<file path="config.mk">
export PLATFORM = sky130hd
export DESIGN_NAME = npc_core
export DESIGN_NICKNAME = d
export VERILOG_FILES = /design/src/shared/npc_pkg.sv /design/src/rtl/npc_timer.sv /design/src/rtl/npc_core.sv
export SDC_FILE = /design/constraint.sdc
export NUM_CORES = 1
export LEC_CHECK = 0
export BUFFER_PORTS_ARGS = -buffer_cell sky130_fd_sc_hd__buf_2
export CAP_MARGIN = 5
export CELL_PAD_IN_SITES_DETAIL_PLACEMENT = 0
export CELL_PAD_IN_SITES_GLOBAL_PLACEMENT = 1
export CORE_AREA = 2 2 121 123
export DETAILED_ROUTE_END_ITERATION = 16
export DIE_AREA = 0 0 123 125
export PLACE_DENSITY = 0.89
export SLEW_MARGIN = 20
export SYNTH_ARGS = -nofsm -noshare
export SYNTH_HDL_FRONTEND = slang
export SYNTH_HIERARCHICAL = 1
export SYNTH_SLANG_ARGS = --single-unit
</file>
<file path="constraint.sdc">
create_clock -name i_clk -period 4.8 [get_ports i_clk]
set_input_delay 0.24 -clock i_clk [delete_from_list [all_inputs] [get_ports i_clk]]
set_output_delay 0.24 -clock i_clk [all_outputs]
set_load 0.05 [all_outputs]
</file>
<file path="src/shared/npc_pkg.sv">
// Constants, types and field layouts for the network phase controller.
// Assumes one 125 MHz system clock and a synchronous active-high reset.
package npc_pkg;

  // ----------------------------------------
  // Clock and timing
  // ----------------------------------------
  localparam int CLK_HZ = 125000000;
  localparam int BAUD0_HZ = 12000000;
  localparam int BAUD1_HZ = 6000000;
  localparam int BAUD2_HZ = 3000000;
  localparam int BAUD3_HZ = 1500000;
  localparam logic [7:0] BIT_CYC_0 = 8'(CLK_HZ / BAUD0_HZ);
  localparam logic [7:0] BIT_CYC_1 = 8'(CLK_HZ / BAUD1_HZ);
  localparam logic [7:0] BIT_CYC_2 = 8'(CLK_HZ / BAUD2_HZ);
  localparam logic [7:0] BIT_CYC_3 = 8'(CLK_HZ / BAUD3_HZ);

  // ----------------------------------------
  // Frame and cycle figures
  // ----------------------------------------
  localparam logic [8:0] LOF_STD = 9'h097;
  localparam logic [8:0] LOF_LONG = 9'h100;
  localparam logic [6:0] PUBLIC_FRAME_COUNT = 7'h02;
  localparam logic [5:0] FS_RESET = 6'h3F;
  localparam logic [1:0] START_CYCLES = 2'h2;
  localparam logic [5:0] STOP_CYCLES = 6'h20;

  // ----------------------------------------
  // System control word fields
  // ----------------------------------------
  localparam int SCW_ST_LSB = 0;
  localparam int SCW_ST_W = 7;
  localparam int SCW_START = 8;
  localparam int SCW_RUN = 9;
  localparam int SCW_CALL = 10;
  localparam int SCW_BRK = 11;
  localparam int SCW_SLOT = 12;
  localparam int SCW_ISO = 13;
  localparam int SCW_MM = 15;

  // ----------------------------------------
  // Basic configuration register fields
  // ----------------------------------------
  localparam int BCR_SA_LSB = 0;
  localparam int BCR_BPS_LSB = 6;
  localparam int BCR_OWN_LSB = 8;
  localparam int BCR_LFS = 15;
  localparam logic [15:0] BCR_RESET = 16'h0000;
  localparam logic [6:0] ALARM_RESET = 7'h00;
  localparam logic [6:0] GM_BLOCKS = 7'h40;

  // ----------------------------------------
  // Types
  // ----------------------------------------
  typedef enum logic [2:0] {PH_IDLE, PH_START, PH_CALL, PH_RUN, PH_BREAK} npc_phase_t;

  typedef struct packed {
    logic wr;
    logic [15:0] data;
  } npc_hwr_t;

  typedef struct packed {
    logic wr;
    logic [8:0] addr;
  } npc_gmwr_t;

  typedef struct packed {
    logic link_ok;
    logic rx_ok;
    logic peer_seen;
    logic slot_ok;
  } npc_link_t;

  typedef struct packed {
    logic valid;
    logic [5:0] fs;
  } npc_resize_t;

endpackage

</file>
<file path="src/rtl/npc_timer.sv">
// Frame and cycle timer: bit periods, frame length and station time.
// Assumes its caller holds i_run high only while the network is started.
`timescale 1ns/10ps
module npc_timer
(
  input wire logic i_clk,
  input wire logic i_rst,
  input wire logic i_run,
  input wire logic [7:0] i_bit_cyc,
  input wire logic [8:0] i_lof,
  input wire logic [5:0] i_fs,
  output logic [6:0] o_st,
  output logic o_frame_tick,
  output logic o_cycle_tick
);

  // ----------------------------------------
  // Counters
  // ----------------------------------------
  logic [7:0] bit_cnt_r;
  logic [10:0] half_cnt_r;
  logic [6:0] st_r;
  logic frame_tick_r;
  logic cycle_tick_r;

  wire logic [9:0] frame_bits = 10'(i_lof) + 10'(i_fs) + 10'h001;
  wire logic [10:0] frame_halves = {frame_bits, 1'b0};
  wire logic [6:0] last_st = 7'(i_fs) + npc_pkg::PUBLIC_FRAME_COUNT;
  wire logic bit_tick = i_run && (bit_cnt_r == i_bit_cyc - 8'h01);
  wire logic frame_end = bit_tick && (half_cnt_r >= frame_halves - 11'h001);
  wire logic cycle_end = frame_end && (st_r >= last_st);

  always_ff @(posedge i_clk)
  begin
    if (i_rst || !i_run || bit_tick)
      bit_cnt_r <= 8'h00;
    else
      bit_cnt_r <= bit_cnt_r + 8'h01;
  end

  always_ff @(posedge i_clk)
  begin
    if (i_rst || !i_run || frame_end)
      half_cnt_r <= 11'h000;
    else if (bit_tick)
      half_cnt_r <= half_cnt_r + 11'h001;
  end

  always_ff @(posedge i_clk)
  begin
    if (i_rst || !i_run || cycle_end)
      st_r <= 7'h00;
    else if (frame_end)
      st_r <= st_r + 7'h01;
  end

  always_ff @(posedge i_clk)
  begin
    if (i_rst)
    begin
      frame_tick_r <= 1'b0;
      cycle_tick_r <= 1'b0;
    end
    else
    begin
      frame_tick_r <= frame_end;
      cycle_tick_r <= cycle_end;
    end
  end

  assign o_st = st_r;
  assign o_frame_tick = frame_tick_r;
  assign o_cycle_tick = cycle_tick_r;

endmodule

</file>
<file path="src/rtl/npc_core.sv">
// Network phase controller: phases, write protection, timing and stops.
// Assumes link logic reports per-cycle activity and resize events on ports.
//
// Overview of operation
// - After start, leave START for waiting, running or break-out within two or three cycles.
// - Running flag at bit 9 while the network runs normally.
// - Waiting flag at bit 10 while no other started station is present.
// - Break-out flag at bit 11 until other stations resize to admit us.
// - Memory-monitor bit accepts a one only while the start flag is zero.
// - While started, block global memory writes outside the owned area.
// - Configuration register writable only when stopped and memory-monitor is one.
// - Mail transfers only while the running flag is one.
// - Frame time (length + final station + 1) x 2 bits; cycle adds frames.
// - Frame length 151, public frame count 2, long-frame option gives 256.
// - Final station register starts at 63 and changes only by resize.
// - Station time shown in bits 0 to 6 of the control word.
// - Alarm trigger when station time equals a host-preset value.
// - Host writing zero to start stops the network and clears phase flags.
// - Running phase stops after 32 consecutive cycles with no link.
// - Break-out phase stops with isolation after 32 cycles with nothing received.
// - Resize leaving part of the owned area without a slot stops with slot loss.
// - Isolation and slot-loss stops only in running or break-out phase.
// - Isolation stop clears running and start, sets isolation flag bit 13.
// - Slot-loss stop clears running and start, sets slot-loss flag bit 12.
// - Interrupt trigger output whenever the network stops.
// - Start write of one or reset clears isolation and slot-loss flags.
// - Start flag is bit 8 of the control word.
// - Memory-monitor bit is bit 15 of the control word.
`timescale 1ns/10ps
module npc_core
(
  input wire logic i_clk,
  input wire logic i_rst,
  input wire npc_pkg::npc_hwr_t i_scw_wr,
  input wire npc_pkg::npc_hwr_t i_bcr_wr,
  input wire logic i_alarm_wr,
  input wire logic [6:0] i_alarm_val,
  input wire npc_pkg::npc_gmwr_t i_gm_wr,
  input wire logic i_mail_req,
  input wire npc_pkg::npc_link_t i_link,
  input wire npc_pkg::npc_resize_t i_resize,
  output logic [15:0] o_scw,
  output logic [15:0] o_bcr,
  output logic [5:0] o_fsr,
  output logic [6:0] o_alarm_val,
  output logic o_gm_wr_ok,
  output logic o_mail_ok,
  output logic o_frame_tick,
  output logic o_cycle_tick,
  output logic o_alarm,
  output logic o_stop_irq
);

  // ----------------------------------------
  // State
  // ----------------------------------------
  npc_pkg::npc_phase_t phase_r;
  npc_pkg::npc_phase_t phase_nxt;
  logic start_r;
  logic start_nxt;
  logic mm_r;
  logic mm_nxt;
  logic iso_r;
  logic slot_r;
  logic [15:0] bcr_r;
  logic [5:0] fsr_r;
  logic [6:0] alarm_r;
  logic [1:0] start_cnt_r;
  logic [5:0] miss_cnt_r;
  logic seen_r;
  logic alarm_hit_r;
  logic stop_irq_r;
  logic [6:0] st;
  logic frame_tick;
  logic cycle_tick;

  // ----------------------------------------
  // Phase decode
  // ----------------------------------------
  wire logic ph_run = (phase_r == npc_pkg::PH_RUN);
  wire logic ph_call = (phase_r == npc_pkg::PH_CALL);
  wire logic ph_brk = (phase_r == npc_pkg::PH_BREAK);
  wire logic ph_live = ph_run || ph_brk;

  // ----------------------------------------
  // Host write decode
  // ----------------------------------------
  wire logic host_zero = i_scw_wr.wr && !i_scw_wr.data[npc_pkg::SCW_START];
  wire logic host_one = i_scw_wr.wr && i_scw_wr.data[npc_pkg::SCW_START];
  wire logic host_start = host_one && !start_r;
  wire logic mm_set_ok = !start_r;
  wire logic bcr_ok = i_bcr_wr.wr && !start_r && mm_r;

  // ----------------------------------------
  // Owned area
  // ----------------------------------------
  wire logic [5:0] sa = bcr_r[npc_pkg::BCR_SA_LSB +: 6];
  wire logic [5:0] own = bcr_r[npc_pkg::BCR_OWN_LSB +: 6];
  wire logic [6:0] own_w = (own == 6'h00) ? 7'h01 : 7'(own);
  wire logic [6:0] own_end = 7'(sa) + own_w;
  wire logic [5:0] own_last = (own_end > npc_pkg::GM_BLOCKS) ? 6'h3F : 6'(own_end - 7'h01);
  wire logic [5:0] gm_block = i_gm_wr.addr[8:3];
  wire logic in_own = (gm_block >= sa) && (gm_block <= own_last);

  // ----------------------------------------
  // Timing selection
  // ----------------------------------------
  wire logic [1:0] bps = bcr_r[npc_pkg::BCR_BPS_LSB +: 2];
  wire logic [7:0] bit_cyc = (bps == 2'h0) ? npc_pkg::BIT_CYC_0 :
                             (bps == 2'h1) ? npc_pkg::BIT_CYC_1 :
                             (bps == 2'h2) ? npc_pkg::BIT_CYC_2 : npc_pkg::BIT_CYC_3;
  wire logic [8:0] frame_length = bcr_r[npc_pkg::BCR_LFS] ? npc_pkg::LOF_LONG : npc_pkg::LOF_STD;

  // ----------------------------------------
  // Stop causes
  // ----------------------------------------
  wire logic activity = ph_run ? i_link.link_ok : i_link.rx_ok;
  wire logic quiet_cycle = cycle_tick && !seen_r && !activity;
  wire logic iso_evt = ph_live && quiet_cycle && (miss_cnt_r == npc_pkg::STOP_CYCLES - 6'h01);
  wire logic slot_evt = ph_live && i_resize.valid && (i_resize.fs < own_last);
  wire logic auto_stop = iso_evt || slot_evt;
  wire logic net_stop = start_r && (host_zero || auto_stop);

  // ----------------------------------------
  // Start and memory-monitor bits
  // ----------------------------------------
  always_comb
  begin
    start_nxt = start_r;
    if (auto_stop)
      start_nxt = 1'b0;
    else if (host_zero)
      start_nxt = 1'b0;
    else if (host_one)
      start_nxt = 1'b1;
  end

  always_comb
  begin
    mm_nxt = mm_r;
    if (i_scw_wr.wr)
    begin
      if (!i_scw_wr.data[npc_pkg::SCW_MM])
        mm_nxt = 1'b0;
      else if (mm_set_ok)
        mm_nxt = 1'b1;
    end
  end

  // ----------------------------------------
  // Phase sequencing
  // ----------------------------------------
  always_comb
  begin
    phase_nxt = phase_r;
    case (phase_r)
      npc_pkg::PH_IDLE:
      begin
        if (host_start)
          phase_nxt = npc_pkg::PH_START;
      end
      npc_pkg::PH_START:
      begin
        if (cycle_tick && (start_cnt_r == npc_pkg::START_CYCLES - 2'h1))
        begin
          if (!i_link.peer_seen)
            phase_nxt = npc_pkg::PH_CALL;
          else if (i_link.slot_ok)
            phase_nxt = npc_pkg::PH_RUN;
          else
            phase_nxt = npc_pkg::PH_BREAK;
        end
      end
      npc_pkg::PH_CALL:
      begin
        if (cycle_tick && i_link.peer_seen)
          phase_nxt = i_link.slot_ok ? npc_pkg::PH_RUN : npc_pkg::PH_BREAK;
      end
      npc_pkg::PH_BREAK:
      begin
        if (cycle_tick && i_link.slot_ok)
          phase_nxt = npc_pkg::PH_RUN;
      end
      npc_pkg::PH_RUN:
      begin
        phase_nxt = npc_pkg::PH_RUN;
      end
      default:
      begin
        phase_nxt = npc_pkg::PH_IDLE;
      end
    endcase
    if (!start_nxt)
      phase_nxt = npc_pkg::PH_IDLE;
  end

  always_ff @(posedge i_clk)
  begin
    if (i_rst)
      phase_r <= npc_pkg::PH_IDLE;
    else
      phase_r <= phase_nxt;
  end

  always_ff @(posedge i_clk)
  begin
    if (i_rst || phase_r != npc_pkg::PH_START)
      start_cnt_r <= 2'h0;
    else if (cycle_tick)
      start_cnt_r <= start_cnt_r + 2'h1;
  end

  always_ff @(posedge i_clk)
  begin
    if (i_rst)
    begin
      start_r <= 1'b0;
      mm_r <= 1'b0;
    end
    else
    begin
      start_r <= start_nxt;
      mm_r <= mm_nxt;
    end
  end

  // ----------------------------------------
  // Stop flags, set wins over clear
  // ----------------------------------------
  always_ff @(posedge i_clk)
  begin
    if (i_rst)
    begin
      iso_r <= 1'b0;
      slot_r <= 1'b0;
    end
    else
    begin
      iso_r <= iso_evt || (iso_r && !host_one);
      slot_r <= slot_evt || (slot_r && !host_one);
    end
  end

  // ----------------------------------------
  // Isolation watch
  // ----------------------------------------
  always_ff @(posedge i_clk)
  begin
    if (i_rst || cycle_tick || !ph_live)
      seen_r <= 1'b0;
    else if (activity)
      seen_r <= 1'b1;
  end

  always_ff @(posedge i_clk)
  begin
    if (i_rst || !ph_live || phase_nxt != phase_r)
      miss_cnt_r <= 6'h00;
    else if (quiet_cycle)
      miss_cnt_r <= miss_cnt_r + 6'h01;
    else if (cycle_tick)
      miss_cnt_r <= 6'h00;
  end

  // ----------------------------------------
  // Configuration, final station, alarm preset
  // ----------------------------------------
  always_ff @(posedge i_clk)
  begin
    if (i_rst)
      bcr_r <= npc_pkg::BCR_RESET;
    else if (bcr_ok)
      bcr_r <= i_bcr_wr.data;
  end

  always_ff @(posedge i_clk)
  begin
    if (i_rst)
      fsr_r <= npc_pkg::FS_RESET;
    else if (i_resize.valid && start_r)
      fsr_r <= i_resize.fs;
  end

  always_ff @(posedge i_clk)
  begin
    if (i_rst)
      alarm_r <= npc_pkg::ALARM_RESET;
    else if (i_alarm_wr)
      alarm_r <= i_alarm_val;
  end

  // ----------------------------------------
  // Trigger pulses
  // ----------------------------------------
  always_ff @(posedge i_clk)
  begin
    if (i_rst)
    begin
      alarm_hit_r <= 1'b0;
      stop_irq_r <= 1'b0;
    end
    else
    begin
      alarm_hit_r <= start_r && frame_tick && (st == alarm_r);
      stop_irq_r <= net_stop;
    end
  end

  // ----------------------------------------
  // Frame timer
  // ----------------------------------------
  npc_timer u_timer
  (
    .i_clk(i_clk),
    .i_rst(i_rst),
    .i_run(start_r),
    .i_bit_cyc(bit_cyc),
    .i_lof(frame_length),
    .i_fs(fsr_r),
    .o_st(st),
    .o_frame_tick(frame_tick),
    .o_cycle_tick(cycle_tick)
  );

  // ----------------------------------------
  // Outputs
  // ----------------------------------------
  always_comb
  begin
    o_scw = 16'h0000;
    o_scw[npc_pkg::SCW_ST_LSB +: npc_pkg::SCW_ST_W] = st;
    o_scw[npc_pkg::SCW_START] = start_r;
    o_scw[npc_pkg::SCW_RUN] = ph_run;
    o_scw[npc_pkg::SCW_CALL] = ph_call;
    o_scw[npc_pkg::SCW_BRK] = ph_brk;
    o_scw[npc_pkg::SCW_SLOT] = slot_r;
    o_scw[npc_pkg::SCW_ISO] = iso_r;
    o_scw[npc_pkg::SCW_MM] = mm_r;
  end

  assign o_bcr = bcr_r;
  assign o_fsr = fsr_r;
  assign o_alarm_val = alarm_r;
  assign o_gm_wr_ok = i_gm_wr.wr && (!start_r || in_own);
  assign o_mail_ok = i_mail_req && ph_run;
  assign o_frame_tick = frame_tick;
  assign o_cycle_tick = cycle_tick;
  assign o_alarm = alarm_hit_r;
  assign o_stop_irq = stop_irq_r;

endmodule

</file>
==> results.md <==
- Static leakage: 2.916 nW
- DIE AREA: 15380 sq um
- Core ar.: 14200 sq um
- RePlAce Congestion: 0.8257
- Top cell type's share of synthesized area: 26.08%
- Switching share of power: 29.95%
- Clk sink count: 75
- Number of DRC markers in iteration 0: 271
- #FFs+latches synth: 75
- Synthesized-area fraction occupied by adder cells: 13.73%
- Post-synthesis compound-gate area fraction: 17.71%
- Layout cells sized above 1: 20.59%
- Clock tree buffer depth: 2
- Starting Density: 40.54%
- Final ANT Viol Nets: 0
- Cell Pwr Density: 250.2 nW/um^2
- Part of the power in the clock network: 39.1%
- Synth Instances: 694
- Ant. Diodes: 0
- Post-synth EDFFs: 0
- Final core utilization: 47.14%
- Endpoints failing setup: 0
- CTS clock-pin slew for the worst setup and hold paths: 0.06 ns
- Mux share of post-synthesis cell area: 2.151%
- Initial DRT Pass Iterations: 4
- Largest net degree at the start of global routing: 44
- Seq/Total Area, Yosys: 26.08%
- Drt drc: 0
- Max H-tree Level: 3
- CP Data Required Time: 4.56 ns
- Maxcap violations: 0
- Via/cell ratio: 5.387
- Critical Path Fanout Max: 5
- Area share of and/or/nand/nor cells after synthesis: 27.29%
- Reg power frac: 39.0%
- Fin crit share: 95.49%
- Synth Area in XOR/XNOR: 6.997%
- Global route overflow: 0
- Estimated wirelength of the detail-placed design: 10910 um
- # rows: 44
- Min-Delay Path Class: in -> reg
- Total Routing Usage GR: 19.08%
- WL final: 14390 um
- Relative slew slack: 36.57%
- Worst Path Arrival: 4.34 ns
- Clock skew: 0.005111 ns
- Number of global-route vias before repair: 4922
- Vias: 5177
- RSZ-0062 raised after global routing: true
- Die span in y: 125 um
- Critical path class: reg -> out
- Port Buffer Count: 97
- Clk_lat worst skew: 0.33 ns
- Inserted Clock Buffers: 9
- Cell Area, Placed: 6321 sq um
- Boundary Pins: 117
- CTS tree: done
- Post-synthesis cell type count: 85
- Int Power: 1.173 mW
- Post-synth ARST share: 0%
- Tightest Pin Transition: 0.9514 ns
- Hold Violations, Final: 0
- Area contributors post-synth: dfxtp_1 (26%), ha_1 (13%), nand2_1 (4.6%), a21oi_1 (3.5%), xnor2_1 (3.3%)
- Max Slew Vio Count: 0
- Crit end category: primary output
- Post-synth top flop: dfxtp_1
- VDD IR max: 0.1941 mV
- Worst setup SP type: flip-flop
- NetSw: 0.5016 mW
- Multi-input gate area: 4001 sq um
- Yosys warnings: 6
- Area growth syn-to-layout: 16.28%
- Largest family of logic cells by synthesized area: simple AND/OR/NAND/NOR gates
- Fin Hold WS: 0.1357 ns
- Synth area leader: dfxtp_1
- FMAX: 218.2 MHz
- Layout Nets: 902
- Syn Std Cell Area: 5758 sq um
- Die Wd: 123 um
- Register Area: 1503 sq um
- First-pass GRT wire length: 23870 um
- CTS Root Cell: clkbuf_16
- Drt wl/cell: 14.98 um
- Synthesized area per cell: 8.297 sq um
- Outcome: complete, no violations
- Final Instance Area: 6695 sq um
- Initial antenna violation count: 0
- CTS hold repair buffers: 0
- Tmin final: 4.583 ns
- Comb pwr share: 21.9%
- Fillers: 1450
-- cell usage in the layout (no fill, tap or decap), drive strengths merged, types with 5 or more instances in the layout --
cell and n:
clkbuf 9, nor2b 11, o211ai 6, o22ai 5, o21ai 16, nand4b 7
dfxtp 75, mux2i 10, xor2 19, a21o 11, a32o 5, nor2 42
nand2b 13, conb 6, nand3 31, inv 34, or2 7, buf 105
a31oi 5, a211o 8, xnor2 24, o41ai 6, nor3 34, o31ai 6
ha 60, nand2 72, and3 20, nand4 7, nor3b 9, a21oi 41
a211oi 5, and2 9, or3 5, nor4 5
-- routing by layer --
metal / vias up / track usage [%] / share of wire, %
li1: 2650 / - / -
met1: 2420 / 24.13 / 45
met2: 87 / 32.34 / 49
met3: 20 / 3.650 / 3.5
met4: 0 / 6.283 / 2.0
met5: - / 0 / 0
-- power groups by stage --
| stage | combinational (mW) | sequential (mW) | clock, mW |
|---|---|---|---|
| after global placement | 0.344 | 0.666 | 0 |
| after detailed placement | 0.348 | 0.666 | 0 |
| after floorplan | 0.235 | 0.693 | 0 |
| final | 0.367 | 0.652 | 0.656 |
| after CTS | 0.355 | 0.652 | 0.671 |
| after global routing | 0.412 | 0.654 | 0.697 |
-- kinds of logic after synthesis --
| family | count (synthesis) |
|---|---|
| simple gates | 287 |
| compound gates | 140 |
| flops | 75 |
| buf+inv | 75 |
| fa+ha+maj | 62 |
| xor+xnor | 43 |
| mux | 11 |
| other cells | 1 |
-- flip-flops by register name, indices dropped and copies added, names as in the netlist --
signal and cells:
u_timer/o_cycle_tick 1, u_timer/o_st 7, phase_r 3, mm_r 1, u_timer/o_frame_tick 1, o_bcr 16, o_fsr 6, u_timer/bit_cnt_r 8
start_r 1, miss_cnt_r 6, start_cnt_r 2, o_stop_irq 1, o_alarm_val 7, slot_r 1, o_alarm 1, seen_r 1
iso_r 1, u_timer/half_cnt_r 11
-- timing repair --
action	in CTS	in global routing
pin swaps	1	7
setup endpoints to repair	1	7
setup buffers	0	2
gates resized for setup	7	10
-- synth_stat cells, types with 5 or more instances --
master,number
dfxtp_1,75
nand2_1,70
ha_1,60
nor2_1,41
a21oi_1,40
inv_1,33
nor3_1,30
nand3_1,29
xnor2_1,22
and3_1,19
clkbuf_1,19
xor2_1,19
o21ai_0,13
nand2b_1,12
buf_4,11
a21o_1,10
nor2b_1,10
and2_1,9
mux2i_1,9
nor3b_1,9
a211o_1,8
nand4_1,7
nand4b_1,7
o41ai_1,6
a211oi_1,5
a31oi_1,5
a32o_1,5
buf_2,5
o22ai_1,5
o31ai_1,5
or3_1,5
-- final cells by class --
class	count	share of cell area (%)
well taps	184	3.439
repair buffers	105	8.241
inverters	34	1.906
flip-flops and latches	75	22.44
clock buffers	9	3.364
multi-input cells	549	59.76
clock inverters	5	0.8410
-- per-stage QoR --
stage	total power, mW	setup TNS, ns	worst slack, ns	cells
6_report	1.675	0	0.2167	961
5_1_grt	1.763	-0.08500	-0.04253	961
4_1_cts	1.678	0	0.03198	959
3_5_place_dp	1.014	0	0.1952	945
3_3_place_gp	1.010	0	0.2850	945
2_1_floorplan	0.9276	0	0.1829	699
-- path summary, 6_finish.rpt --
path               startpoint  cells after the start  slack, ns             to
setup / recovery     o_bcr[9]                     20       0.22     o_gm_wr_ok
hold / removal    i_bcr_wr[9]                      3       0.14       o_bcr[9]
setup reg to reg     o_bcr[9]                     20       0.35  miss_cnt_r[0]
hold reg to reg     o_bcr[14]                      2       0.45      o_bcr[14]
-- worst max-delay path, stage by stage, from the launching register on --
cell,delay (ns)
dfxtp_2,0.34
or4_1,0.52
o21bai_1,0.17
ha_2,0.20
inv_1,0.05
fa_2,0.34
nand2b_4,0.16
a21oi_4,0.22
xnor2_4,0.17
a41oi_4,0.14
and2b_1,0.27
ha_4,0.21
nor2b_1,0.12
o21a_1,0.16
o21ai_1,0.13
nand2b_1,0.10
o21ai_1,0.14
o21bai_1,0.10
a21oi_2,0.16
o21a_1,0.14
buf_6,0.15
No activity file was read; power rests on OpenSTA's default activity.
